## src/include/sad_pkg.sv

```systemverilog
// Purpose: Constants and types shared by the system address decoder.
// Assumes: 32-bit register port with byte offsets that are multiples of four.
// Notes:   Addresses are carried at 64 bits so upper windows can be compared.
package sad_pkg;

	// Register byte offsets.
	localparam logic [7:0] SAD_OFS_CTRL      = 8'h00;
	localparam logic [7:0] SAD_OFS_LOW_TOP   = 8'h04;
	localparam logic [7:0] SAD_OFS_EGRESS    = 8'h08;
	localparam logic [7:0] SAD_OFS_INTERNAL  = 8'h0C;
	localparam logic [7:0] SAD_OFS_FLAT      = 8'h10;
	localparam logic [7:0] SAD_OFS_SOUTH_REG = 8'h14;
	localparam logic [7:0] SAD_OFS_NP_WIN    = 8'h18;
	localparam logic [7:0] SAD_OFS_PF_WIN    = 8'h1C;
	localparam logic [7:0] SAD_OFS_UPF_BASE  = 8'h20;
	localparam logic [7:0] SAD_OFS_UPF_LIMIT = 8'h24;
	localparam logic [7:0] SAD_OFS_IO_WIN    = 8'h28;
	localparam logic [7:0] SAD_OFS_RCL_BASE  = 8'h2C;
	localparam logic [7:0] SAD_OFS_RCL_LIMIT = 8'h30;
	localparam logic [7:0] SAD_OFS_UPPER_TOP = 8'h34;
	localparam logic [7:0] SAD_OFS_ATTR_LO   = 8'h38;
	localparam logic [7:0] SAD_OFS_ATTR_HI   = 8'h3C;
	localparam logic [7:0] SAD_OFS_STATUS    = 8'h40;

	// Control register bit positions.
	localparam int SAD_CTRL_EGRESS_EN   = 0;
	localparam int SAD_CTRL_INTERNAL_EN = 1;
	localparam int SAD_CTRL_FLAT_EN     = 2;
	localparam int SAD_CTRL_FLAT_SIZE   = 3;
	localparam int SAD_CTRL_SOUTH_EN    = 5;
	localparam int SAD_CTRL_RECLAIM_EN  = 6;

	// Reset values; every attribute segment starts disabled.
	localparam logic [31:0] SAD_RST_CTRL    = 32'h0000_0000;
	localparam logic [11:0] SAD_RST_LOW_TOP = 12'h001;
	localparam logic [25:0] SAD_RST_ATTR    = 26'h000_0000;

	// Fixed map boundaries.
	localparam logic [63:0] SAD_DOS_TOP    = 64'h0000_0000_000A_0000;
	localparam logic [63:0] SAD_SHADOW_BOT = 64'h0000_0000_000C_0000;
	localparam logic [63:0] SAD_LEGACY_TOP = 64'h0000_0000_0010_0000;
	localparam logic [63:0] SAD_FOUR_GB    = 64'h0000_0001_0000_0000;
	localparam logic [63:0] SAD_DRAM_MAX   = 64'h0000_0002_0000_0000;
	localparam logic [16:0] SAD_IO_LAST    = 17'h1_0002;
	localparam int          SAD_HOST_AW    = 36;
	localparam int          SAD_SEG_COUNT  = 13;

	// Flat configuration window sizes.
	localparam logic [1:0] SAD_FLAT_256M = 2'h0;
	localparam logic [1:0] SAD_FLAT_128M = 2'h1;
	localparam logic [1:0] SAD_FLAT_64M  = 2'h2;

	// Request sources and decode targets.
	typedef enum logic [1:0] {SAD_SRC_HOST, SAD_SRC_PCIE, SAD_SRC_SOUTH}
		sad_src_t;
	typedef enum logic [2:0] {SAD_TGT_NONE, SAD_TGT_DRAM, SAD_TGT_SOUTH,
		SAD_TGT_PCIE, SAD_TGT_REGS, SAD_TGT_INVALID} sad_tgt_t;

endpackage

```

## src/hdl/sad_decoder.sv

```systemverilog
// Purpose: System address decoder steering cycles to DRAM, south link or
//          the PCI Express port, with a register port for its windows.
// Assumes: Request inputs are synchronous to core_clk_in and stable while
//          req_valid_in is high.
// Notes:   The target is chosen combinationally in the request cycle.
//          Overlapping windows are not detected; a fixed branch order
//          picks one, so software must keep windows apart.
//          Write-back cycles to the south link are not handled.
//
// Design decisions made here: the register addresses and the plain strobed port.
`timescale 1ns/1ns
module sad_decoder
	import sad_pkg::*;
#(
	parameter int DRAM_AW = 33
) (
	// Clock and reset.
	input  wire logic                core_clk_in,
	input  wire logic                rst_n_in,
	// Register port.
	input  wire logic [7:0]          reg_addr_in,
	input  wire logic [31:0]         reg_wdata_in,
	input  wire logic                reg_wr_in,
	input  wire logic                reg_rd_in,
	output logic      [31:0]         reg_rdata_out,
	// Request to decode.
	input  wire logic                req_valid_in,
	input  wire logic [63:0]         req_addr_in,
	input  wire logic [1:0]          req_src_in,
	input  wire logic                req_write_in,
	input  wire logic                req_io_in,
	input  wire logic                req_nosnoop_in,
	// Decode result.
	output logic                     tgt_dram_out,
	output logic                     tgt_south_out,
	output logic                     tgt_pcie_out,
	output logic                     tgt_regs_out,
	output logic                     tgt_invalid_out,
	output logic      [DRAM_AW-1:0]  dram_addr_out
);

	// Configuration state.
	logic [31:0] ctrl_r;
	logic [11:0] low_dram_top_r;
	logic [23:0] egress_reg_window_base_r;
	logic [21:0] internal_reg_window_base_r;
	logic [9:0]  flat_config_window_base_r;
	logic [23:0] south_link_reg_window_base_r;
	logic [11:0] np_base_r;
	logic [11:0] np_limit_r;
	logic [11:0] pf_base_r;
	logic [11:0] pf_limit_r;
	logic [31:0] upf_base_r;
	logic [31:0] upf_limit_r;
	logic [3:0]  io_base_r;
	logic [3:0]  io_limit_r;
	logic [15:0] rcl_base_r;
	logic [15:0] rcl_limit_r;
	logic [15:0] upper_top_r;
	logic [25:0] attr_r;
	logic [2:0]  last_tgt_r;
	logic [15:0] req_count_r;

	// Decode working signals.
	sad_src_t    src;
	sad_tgt_t    tgt;
	logic [63:0] a;
	logic [63:0] low_top;
	logic [63:0] phys;
	logic        is_upstream;
	logic        np_hit;
	logic        pf_hit;
	logic        pcie_mem_hit;
	logic        dev0_hit;
	logic        rcl_hit;
	logic [3:0]  seg;
	logic        seg_re;
	logic        seg_we;

	// Inclusive range check on 1 MB granules; an empty window never hits.
	// A base above its limit is how an unused window is switched off.
	function automatic logic in_range(input logic [43:0] v,
		input logic [43:0] lo, input logic [43:0] hi);
		in_range = (lo <= hi) && (v >= lo) && (v <= hi);
	endfunction

	// Shadow segment index: 0..7 expansion, 8..11 extended BIOS, 12 BIOS.
	function automatic logic [3:0] seg_of(input logic [19:0] v);
		if (v[19:16] == 4'hF) begin
			seg_of = 4'd12;
		end else begin
			seg_of = 4'(v[17:14]);
		end
	endfunction

	// Request fields in decode form; source code 3 counts as upstream.
	assign src     = sad_src_t'(req_src_in);
	assign a       = req_addr_in;
	assign low_top = {32'h0, low_dram_top_r, 20'h0_0000};
	assign is_upstream = (src != SAD_SRC_HOST);

	// PCI Express memory windows; only the prefetchable one takes upper bits from the upper pair.
	assign np_hit = (a[63:32] == 32'h0) &&
		in_range({12'h0, a[63:32]} << 12 | {32'h0, a[31:20]},
		{32'h0, np_base_r}, {32'h0, np_limit_r});
	assign pf_hit = in_range(a[63:20], {upf_base_r, pf_base_r},
		{upf_limit_r, pf_limit_r});
	assign pcie_mem_hit = np_hit || pf_hit;

	// Reclaim window above 4 GB.
	assign rcl_hit = ctrl_r[SAD_CTRL_RECLAIM_EN] && (a >= SAD_FOUR_GB) &&
		in_range(a[63:20], {28'h0, rcl_base_r}, {28'h0, rcl_limit_r});

	// Segment attribute lookup.
	// Bit 0 of each pair enables reads, bit 1 enables writes.
	assign seg    = seg_of(a[19:0]);
	assign seg_re = attr_r[{seg, 1'b0}];
	assign seg_we = attr_r[{seg, 1'b1}];

	// Device-0 register windows of fixed sizes, save the flat window whose size control bits 3 and 4 pick.
	// A bit set above bit 35 keeps all device-0 windows from matching.
	always_comb begin
		logic flat_hit;
		flat_hit = 1'b0;
		unique case (ctrl_r[SAD_CTRL_FLAT_SIZE +: 2])
			SAD_FLAT_128M: flat_hit = (a[35:27] ==
				flat_config_window_base_r[9:1]);
			SAD_FLAT_64M: flat_hit = (a[35:26] ==
				flat_config_window_base_r);
			default: flat_hit = (a[35:28] ==
				flat_config_window_base_r[9:2]);
		endcase
		dev0_hit = (a[63:36] == 28'h0) && (
			(ctrl_r[SAD_CTRL_EGRESS_EN] &&
			 a[35:12] == egress_reg_window_base_r) ||
			(ctrl_r[SAD_CTRL_INTERNAL_EN] &&
			 a[35:14] == internal_reg_window_base_r) ||
			(ctrl_r[SAD_CTRL_SOUTH_EN] &&
			 a[35:12] == south_link_reg_window_base_r) ||
			(ctrl_r[SAD_CTRL_FLAT_EN] && flat_hit));
	end

	// Main target selection, memory regions taking priority over windows save south link writes below low DRAM top.
	// After the I/O check, addresses above 36 bits are tested, then regions from the lowest address up, so one branch hits.
	always_comb begin
		tgt  = SAD_TGT_NONE;
		phys = a;
		if (!req_valid_in) begin
			tgt = SAD_TGT_NONE;
		end else if (req_io_in) begin
			// I/O space is its own map of 64 KB plus three bytes.
			if (a[63:17] != 47'h0 || a[16:0] > SAD_IO_LAST) begin
				tgt = SAD_TGT_INVALID;
			end else if (!a[16] && io_base_r <= io_limit_r &&
				a[15:12] >= io_base_r && a[15:12] <= io_limit_r) begin
				tgt = SAD_TGT_PCIE;
			end else begin
				tgt = SAD_TGT_SOUTH;
			end
		end else if (a[63:SAD_HOST_AW] != 28'h0) begin
			// Beyond the 36-bit host space the upper window claims; otherwise host cycles go south and upstream ones are invalid.
			if (pf_hit) begin
				tgt = SAD_TGT_PCIE;
			end else if (is_upstream) begin
				tgt = SAD_TGT_INVALID;
			end else begin
				tgt = SAD_TGT_SOUTH;
			end
		end else if (a < SAD_DOS_TOP) begin
			tgt = SAD_TGT_DRAM;
		end else if (a < SAD_SHADOW_BOT) begin
			// Legacy video buffer lives on the south link.
			tgt = SAD_TGT_SOUTH;
		end else if (a < SAD_LEGACY_TOP) begin
			// Non-snooped upstream cycles bypass the attributes entirely.
			if (is_upstream && req_nosnoop_in) begin
				tgt = SAD_TGT_DRAM;
			end else if (req_write_in ? seg_we : seg_re) begin
				tgt = SAD_TGT_DRAM;
			end else begin
				// No alternate DRAM address is ever formed here.
				tgt = SAD_TGT_SOUTH;
			end
		end else if (a < low_top) begin
			// Memory wins over overlapping windows, except south link writes.
			if (src == SAD_SRC_SOUTH && req_write_in && pcie_mem_hit) begin
				tgt = SAD_TGT_PCIE;
			end else begin
				tgt = SAD_TGT_DRAM;
			end
		end else if (a < SAD_FOUR_GB) begin
			// Nothing here is moved above low DRAM top; fixed order wins.
			if (dev0_hit) begin
				tgt = SAD_TGT_REGS;
			end else if (pcie_mem_hit) begin
				tgt = SAD_TGT_PCIE;
			end else begin
				tgt = SAD_TGT_SOUTH;
			end
		end else if (rcl_hit) begin
			phys = a - {28'h0, rcl_base_r, 20'h0_0000} + low_top;
			tgt  = SAD_TGT_DRAM;
		end else if (a < {28'h0, upper_top_r, 20'h0_0000}) begin
			tgt = SAD_TGT_DRAM;
		end else if (dev0_hit) begin
			tgt = SAD_TGT_REGS;
		end else if (pcie_mem_hit) begin
			tgt = SAD_TGT_PCIE;
		end else begin
			tgt = SAD_TGT_SOUTH;
		end
		// DRAM ends at 8 GB whatever the windows say.
		// This also catches a reclaim result pushed past the DRAM end.
		if (tgt == SAD_TGT_DRAM && phys >= SAD_DRAM_MAX) begin
			tgt = SAD_TGT_INVALID;
		end
	end

	// One-hot target outputs and the DRAM address, valid this cycle.
	// The DRAM address is forced to zero whenever DRAM is not the target.
	assign tgt_dram_out    = (tgt == SAD_TGT_DRAM);
	assign tgt_south_out   = (tgt == SAD_TGT_SOUTH);
	assign tgt_pcie_out    = (tgt == SAD_TGT_PCIE);
	assign tgt_regs_out    = (tgt == SAD_TGT_REGS);
	assign tgt_invalid_out = (tgt == SAD_TGT_INVALID);
	assign dram_addr_out   = tgt_dram_out ? phys[DRAM_AW-1:0] :
		{DRAM_AW{1'b0}};

	// Window and control registers written by software.
	always_ff @(posedge core_clk_in or negedge rst_n_in) begin
		if (!rst_n_in) begin
			ctrl_r                       <= SAD_RST_CTRL;
			low_dram_top_r               <= SAD_RST_LOW_TOP;
			egress_reg_window_base_r     <= 24'h00_0000;
			internal_reg_window_base_r   <= 22'h00_0000;
			flat_config_window_base_r    <= 10'h000;
			south_link_reg_window_base_r <= 24'h00_0000;
			np_base_r                    <= 12'hFFF;
			np_limit_r                   <= 12'h000;
			pf_base_r                    <= 12'hFFF;
			pf_limit_r                   <= 12'h000;
			upf_base_r                   <= 32'h0000_0000;
			upf_limit_r                  <= 32'h0000_0000;
			io_base_r                    <= 4'hF;
			io_limit_r                   <= 4'h0;
			rcl_base_r                   <= 16'hFFFF;
			rcl_limit_r                  <= 16'h0000;
			upper_top_r                  <= 16'h0000;
		end else if (reg_wr_in) begin
			unique case (reg_addr_in)
				SAD_OFS_CTRL:      ctrl_r <= {25'h0, reg_wdata_in[6:0]};
				SAD_OFS_LOW_TOP:   low_dram_top_r <= reg_wdata_in[31:20];
				SAD_OFS_EGRESS:
					egress_reg_window_base_r <= reg_wdata_in[23:0];
				SAD_OFS_INTERNAL:
					internal_reg_window_base_r <= reg_wdata_in[21:0];
				SAD_OFS_FLAT:
					flat_config_window_base_r <= reg_wdata_in[9:0];
				SAD_OFS_SOUTH_REG:
					south_link_reg_window_base_r <= reg_wdata_in[23:0];
				SAD_OFS_NP_WIN: begin
					np_base_r  <= reg_wdata_in[11:0];
					np_limit_r <= reg_wdata_in[27:16];
				end
				SAD_OFS_PF_WIN: begin
					pf_base_r  <= reg_wdata_in[11:0];
					pf_limit_r <= reg_wdata_in[27:16];
				end
				SAD_OFS_UPF_BASE:  upf_base_r <= reg_wdata_in;
				SAD_OFS_UPF_LIMIT: upf_limit_r <= reg_wdata_in;
				SAD_OFS_IO_WIN: begin
					io_base_r  <= reg_wdata_in[3:0];
					io_limit_r <= reg_wdata_in[11:8];
				end
				SAD_OFS_RCL_BASE:  rcl_base_r <= reg_wdata_in[15:0];
				SAD_OFS_RCL_LIMIT: rcl_limit_r <= reg_wdata_in[15:0];
				SAD_OFS_UPPER_TOP: upper_top_r <= reg_wdata_in[15:0];
				default: ;
			endcase
		end
	end

	// Shadow attributes: two bits per segment, read enable low.
	// Segment 12 alone spans the whole 64 KB area below 1 MB.
	always_ff @(posedge core_clk_in or negedge rst_n_in) begin
		if (!rst_n_in) begin
			attr_r <= SAD_RST_ATTR;
		end else if (reg_wr_in && reg_addr_in == SAD_OFS_ATTR_LO) begin
			attr_r[15:0] <= reg_wdata_in[15:0];
		end else if (reg_wr_in && reg_addr_in == SAD_OFS_ATTR_HI) begin
			attr_r[25:16] <= reg_wdata_in[9:0];
		end
	end

	// Status: last decoded target and a count of decoded requests.
	// The count wraps silently; it is a debug aid and steers nothing.
	always_ff @(posedge core_clk_in or negedge rst_n_in) begin
		if (!rst_n_in) begin
			last_tgt_r  <= 3'h0;
			req_count_r <= 16'h0000;
		end else if (req_valid_in) begin
			last_tgt_r  <= 3'(tgt);
			req_count_r <= req_count_r + 16'h0001;
		end
	end

	// Read data stands in the cycle after the read strobe only.
	// Unmapped offsets and idle cycles read as zero.
	always_ff @(posedge core_clk_in or negedge rst_n_in) begin
		if (!rst_n_in) begin
			reg_rdata_out <= 32'h0000_0000;
		end else if (!reg_rd_in) begin
			reg_rdata_out <= 32'h0000_0000;
		end else begin
			unique case (reg_addr_in)
				SAD_OFS_CTRL:      reg_rdata_out <= ctrl_r;
				SAD_OFS_LOW_TOP:
					reg_rdata_out <= {low_dram_top_r, 20'h0_0000};
				SAD_OFS_EGRESS:
					reg_rdata_out <= {8'h00, egress_reg_window_base_r};
				SAD_OFS_INTERNAL:
					reg_rdata_out <= {10'h000, internal_reg_window_base_r};
				SAD_OFS_FLAT:
					reg_rdata_out <= {22'h00_0000, flat_config_window_base_r};
				SAD_OFS_SOUTH_REG:
					reg_rdata_out <= {8'h00, south_link_reg_window_base_r};
				SAD_OFS_NP_WIN:
					reg_rdata_out <= {4'h0, np_limit_r, 4'h0, np_base_r};
				SAD_OFS_PF_WIN:
					reg_rdata_out <= {4'h0, pf_limit_r, 4'h0, pf_base_r};
				SAD_OFS_UPF_BASE:  reg_rdata_out <= upf_base_r;
				SAD_OFS_UPF_LIMIT: reg_rdata_out <= upf_limit_r;
				SAD_OFS_IO_WIN:
					reg_rdata_out <= {20'h0_0000, io_limit_r, 4'h0, io_base_r};
				SAD_OFS_RCL_BASE:  reg_rdata_out <= {16'h0000, rcl_base_r};
				SAD_OFS_RCL_LIMIT: reg_rdata_out <= {16'h0000, rcl_limit_r};
				SAD_OFS_UPPER_TOP: reg_rdata_out <= {16'h0000, upper_top_r};
				SAD_OFS_ATTR_LO:   reg_rdata_out <= {16'h0000, attr_r[15:0]};
				SAD_OFS_ATTR_HI:
					reg_rdata_out <= {22'h00_0000, attr_r[25:16]};
				SAD_OFS_STATUS:
					reg_rdata_out <= {req_count_r, 13'h0000, last_tgt_r};
				default:           reg_rdata_out <= 32'h0000_0000;
			endcase
		end
	end

endmodule

```

## config.mk

```make
export PLATFORM = sky130hd
export DESIGN_NAME = sad_decoder
export DESIGN_NICKNAME = d
export VERILOG_FILES = /design/src/include/sad_pkg.sv /design/src/hdl/sad_decoder.sv
export SDC_FILE = /design/constraint.sdc
export NUM_CORES = 1
export LEC_CHECK = 0
export BUFFER_PORTS_ARGS = -buffer_cell sky130_fd_sc_hd__buf_4
export CORE_ASPECT_RATIO = 1.4
export CORE_MARGIN = 2
export CORE_UTILIZATION = 60
export DETAILED_ROUTE_END_ITERATION = 10
export PLACE_DENSITY = 0.82
export SLEW_MARGIN = 20
export SYNTH_ARGS = -nofsm -noshare
export SYNTH_HDL_FRONTEND = slang
export SYNTH_SLANG_ARGS = --single-unit
```

## constraint.sdc

```tcl
create_clock -name core_clk_in -period 15.25 [get_ports core_clk_in]
set_input_delay 4.575 -clock core_clk_in [delete_from_list [all_inputs] [get_ports core_clk_in]]
set_output_delay 4.575 -clock core_clk_in [all_outputs]
set_load 0.02 [all_outputs]
```

# Word level (Yosys, flattened, before mapping)
# Cells that the tools add are included.
[word_totals]
regBits = 344
inputBits = 114
output_inout_bits = 70
elab_cells = 171
[classes]
n_addsub = 3
n_lt_le_gt_ge = 23
eq_ne = 32
mux = 39
bitwise = 2
n_reduce_logical = 50
[op_table]
columns = ["cell", "n"]
rows = [
  ["2-to-1 mux 64 bit", 9],
  ["case mux 32 bit (17 select lines)", 1],
  ["< comparator 64 x 20 -> 1 bit (second input constant)", 2],
  ["less-or-equal comparator 44 bit", 2],
  ["adder 64 x 32 -> 64 bit", 1],
  ["== test 8 x 6 -> 1 bit (second input constant)", 8],
  ["greater-or-equal comparator 64 x 33 -> 1 bit (second input constant)", 1],
  ["greater-or-equal comparator 64 x 34 -> 1 bit (second input constant)", 1],
  ["< comparator 64 x 21 -> 1 bit (second input constant)", 1],
  ["< comparator 64 x 32 -> 1 bit", 1],
  ["< comparator 64 x 33 -> 1 bit (second input constant)", 1],
  ["< comparator 64 x 36 -> 1 bit", 1],
  ["subtractor 64 x 36 -> 64 bit", 1],
  ["== test 24 bit", 2],
  ["nonzero test 47 bit", 1],
  ["2-to-1 mux 3 bit", 15],
  ["greater-or-equal comparator 44 x 12 -> 1 bit", 1],
  ["greater-or-equal comparator 44 x 16 -> 1 bit", 1],
  ["greater-or-equal comparator 44 bit", 1],
  ["less-or-equal comparator 44 x 12 -> 1 bit", 1],
  ["less-or-equal comparator 44 x 16 -> 1 bit", 1],
  ["OR 44 x 12 -> 44 bit", 1],
  ["2-to-1 mux 33 bit", 1],
  ["== test 8 x 5 -> 1 bit (second input constant)", 4],
  ["other kinds (36)", 90],
]

# Logic depth before layout (Yosys ltp)
[logic_depth]
ltp_word = 23
mapped_depth = 19
depth_no_buf = 16

# Worst setup path after synthesis
# No wires, ideal clock.
[synth_path]
path_kind = "input-to-output"
startpoint = "input port req_addr_in[31]"
endpoint = "output port dram_addr_out[2]"
arrival_time_ps = 9802
required_ps = 10675
path_slack_ps = 873
stages = 18
n_path_buf = 2
path_cell_list = "clkbuf_1 > inv_1 > fa_1 > inv_1 > ha_1 > clkbuf_1 > a21o_1 > a211oi_1 > o21ai_1 > a311oi_1 > nand4_1 > xnor2_1 > or4_1 > nor4_1 > a22oi_1 > a211oi_2 > nand4_4 > a2111oi_0"
[synth_via]
elab_chain_len = 23
word_cells_on_any_way = 74
cone_classes = "add/sub: 2; order compare: 14; eq/ne: 8; mux: 27; bitwise: 1; reduce/logical: 22"
[synth_rtl]
columns = ["element", "line_no", "rtl"]
rows = [
  ["start: declaration", "sad_decoder.sv:28", "input wire logic [63:0] req_addr_in,"],
  ["parallel branches: the longest is 22 deep, another holds subtractor 64 x 36 -> 64 bit", "--", ""],
  ["2-to-1 mux 33 bit *", "sad_decoder.sv:226", "assign dram_addr_out = tgt_dram_out ? phys[DRAM_AW-1:0] :"],
  ["end: declaration", "sad_decoder.sv:39", "output logic [DRAM_AW-1:0] dram_addr_out"],
]
# Mark *: on every way between the ends.

# Worst setup path after layout
[layout_path]
startpoint = "input port req_addr_in[28]"
endpoint = "output port dram_addr_out[6]"
# The elaborated chain is that of the path after synthesis.

==> results_dict.tcl <==
set metrics [dict create \
    setup_viol 0 \
    cp.arrival_ns 10.36 \
    clkPwrFrac_pct 31.8 \
    fin_worst_skew_ns 0.0183 \
    intPower_mw 1.71 \
    path_depth 19 \
    hold_end "req_count_r[11]$_DFFE_PN0P_" \
    period_needed_ns 14.94 \
    grt_pass1_vias 28041 \
    die_h_um 263 \
    power_density_nw_per_um2 82.3 \
    clk_pin_slew_worst_paths_ns 0.06 \
    reg2reg_slack_ns 9.63 \
    ir_worst_vdd_v 0.000115 \
    drive_gt1_share_pct 21.4 \
    slew_headroom_pct 16.6 \
    clock_latency_ns 0.60 \
    synthFlopType "dfrtp_1" \
    r2r-end "last_tgt_r[2]$_DFFE_PN0P_" \
    grt_max_degree 114 \
    synthArstFlopShare_pct 100 \
    crit_path_end_kind "output port" \
    pwr-share-seq_pct 39.5 \
    ys_seq_elements 344 \
    switching_share_pct 34.9 \
    drt-vias-per-instance 7.24 \
    hold_depth 1 \
    synth-edff-count 0 \
    m1WireLength_um 40900 \
    htreeDepth 1 \
    finalMaxSlewViolations 0 \
    path_cells "buf_4 > inv_1 > fa_1 > inv_1 > ha_1 > and4_1 > nand4_1 > nor2_1 > o21ai_0 > nand4_1 > a31oi_1 > or3_1 > mux2_1 > nor4_1 > o211a_1 > nand4_4 > buf_12 > a2111oi_0 > buf_4" \
    hold_viol 0 \
    cts_tree "built" \
    synth_most_common_cell "ha_1" \
    synth.top_cell.area_share_pct 26.0 \
    cts_buffers 30 \
    root_buffer "clkbuf_16" \
    die_w_um 189 \
    cp_max_fo 36 \
    synth_common_cells "ha_1, inv_1, dfrtp_1" \
    cpPeakStageDelay_ns 0.64 \
    core_sq_um 47200 \
    via_count 27482 \
    dieArea_sq_um 49700 \
    utilization_pct 67.6 \
    finalCritPeriodShare_pct 98.0 \
    cpLargestDelayFamily "simple AND/OR/NAND/NOR gates" \
    drt_iter0_drc 3884 \
    wirelength_um 123000 \
    cp_num_buf_inv 5 \
    ys_warn_count 0 \
    drc_errors 0 \
    yosys-top-cells-area "dfrtp_1, ha_1, mux2_2" \
    cap_violations 0 \
    cts.sinks 344 \
    port_buffers 183 \
    ioPinCount 184 \
    grt_pass1_wl_um 181000 \
    ant_nets 0 \
    switchingPower_uw 914 \
    post_cts.repair.setup_buffers 0 \
    wl_met2_um 54300 \
    wl_per_cell_um 32.5 \
    grt_overflow 0 \
    syn-instance-count 3013 \
    clockBufferDepth 3 \
    comb_power_share_pct 28.6 \
    fp-row-count 94 \
    required_ns 10.68 \
    top_layer "met5" \
    reg2reg_from "low_dram_top_r[11]$_DFFE_PN0P_" \
    synth_area_per_cell_sq_um 9.54 \
    hp-class "reg -> reg" \
    start_kind "primary input" \
    hold_buffers 0 \
    synth_top_area_cell "dfrtp_1" \
    grt_util_all_layers_pct 49.1 \
    worstHoldStart "req_count_r[11]$_DFFE_PN0P_" \
    ys_types 94 \
    power_mw 2.62 \
    worstMarginPinSlew_ns 1.24 \
    cts_resized 0 \
    p_leak_nw 14.6 \
    syn_nets 3510 \
    tns_ns 0 \
    area_delta_synth_final_pct 10.9 \
    syn-cell-area_sq_um 28700 \
    crit_type "in -> out" \
    max_freq_ghz 0.0669 \
    routabilityCongestion 1.05 \
    wl_met3_um 13400 \
    nNetsFinal 3643 \
    status "completed" \
    crit_slowest_cell "nor4_1" \
    start_util_pct 60.9 \
    seq_area_frac_synth_pct 30.2 \
    rsz0062_at_grt "no" \
    place_hpwl_um 93400 \
    firstDrtPassIters 8 \
    antenna_found_initial 3 \
    reg2reg_depth 18 \
]
-- worst reg2reg max path: cells and delay by family (launching register included) --
family,cells,cell delay (ns)
muxes,1,0.39
adders and majority gates,2,0.98
and+or+nand+nor,4,1.33
buffers and inverters,4,0.60
DFF,1,0.38
AOI/OAI and AO/OA,7,1.83
-- per-stage QoR --
| step | worst slack (ns) | instance area (sq um) | cells | hold WS [ns] |
|---|---|---|---|---|
| finish | 0.310 | 31900 | 3797 | 0.513 |
| global route | 0.112 | 31900 | 3795 | 0.519 |
| CTS | 0.435 | 31800 | 3794 | 0.503 |
| detailed placement | 0.475 | 30800 | 3738 | 0.486 |
| global placement | 0.585 | 30800 | 3738 | 0.466 |
| floorplan | 0.873 | 28700 | 3013 | 0.446 |
-- flip-flops by register name, summed over array words and instances, names as in the netlist, 10 cells and up --
name	cells
pf_base_r	12
internal_reg_window_base_r	22
upper_top_r	16
rcl_limit_r	16
upf_base_r	32
req_count_r	16
low_dram_top_r	12
np_limit_r	12
pf_limit_r	12
flat_config_window_base_r	10
egress_reg_window_base_r	24
rcl_base_r	16
upf_limit_r	32
south_link_reg_window_base_r	24
attr_r	26
reg_rdata_out	32
np_base_r	12
-- power groups by stage --
stage / Combinational, mW / Clock (mW) / Sequential [mW]
after global placement: 0.693 / 0 / 1.04
final: 0.751 / 0.835 / 1.04
after floorplan: 0.448 / 0 / 1.01
after detailed placement: 0.714 / 0 / 1.04
after global routing: 0.804 / 0.865 / 1.04
after CTS: 0.722 / 0.830 / 1.03
-- area by class of cell --
class,instances,area (sq um)
inverter,313,1170
multi-input combinational,2226,18400
antenna,3,7.51
clock buffer,50,947
sequential,344,8660
fill,3586,15300
clock inverter,6,105
tap,624,781
timing repair buffer,231,1760
-- layer usage --
layer | global-route usage (%) | vias to the layer above
met1 | 54.9 | 13142
met2 | 76.5 | 2128
met5 | 0.690 | -
met4 | 45.8 | 2
met3 | 12.0 | 786
li1 | - | 11424
-- cells in the final DEF, fill, tap and decap left out, drive strengths merged, types with 71 or more instances in the layout --
cell   netlist  routed
a21o        71      71
a21oi      167     167
dfrtp      299     299
nand2      128     128
ha         369     369
xnor2       78      78
buf         18     231
inv        313     313
nor2       151     151
nand4       82      82
o21ai       82      82
mux2       299     299
-- worst max-delay path by stage --
stage / endpoint / slack [ns] / start
5_1_grt: dram_addr_out[6] / 0.11 / req_addr_in[31]
3_5_place_dp: dram_addr_out[6] / 0.47 / req_addr_in[28]
2_1_floorplan: dram_addr_out[2] / 0.87 / req_addr_in[31]
3_3_place_gp: dram_addr_out[2] / 0.58 / req_addr_in[28]
4_1_cts: dram_addr_out[6] / 0.44 / req_addr_in[28]
6_report: dram_addr_out[6] / 0.31 / req_addr_in[28]
-- cell families (layout without fill, tap and decap cells) --
kind of cell,Yosys count,in the layout,synth area share (%)
AO/OA/AOI/OAI,717,717,18.2
XOR/XNOR,132,132,4.02
adder cells (fa/ha/maj),383,383,17.0
buffers and inverters,443,600,5.86
flip-flops,344,344,30.2
multiplexers,319,319,12.5
other,0,3,0
AND/OR/NAND/NOR,675,675,12.3
Note: power is estimated with default switching activity, not from simulation.
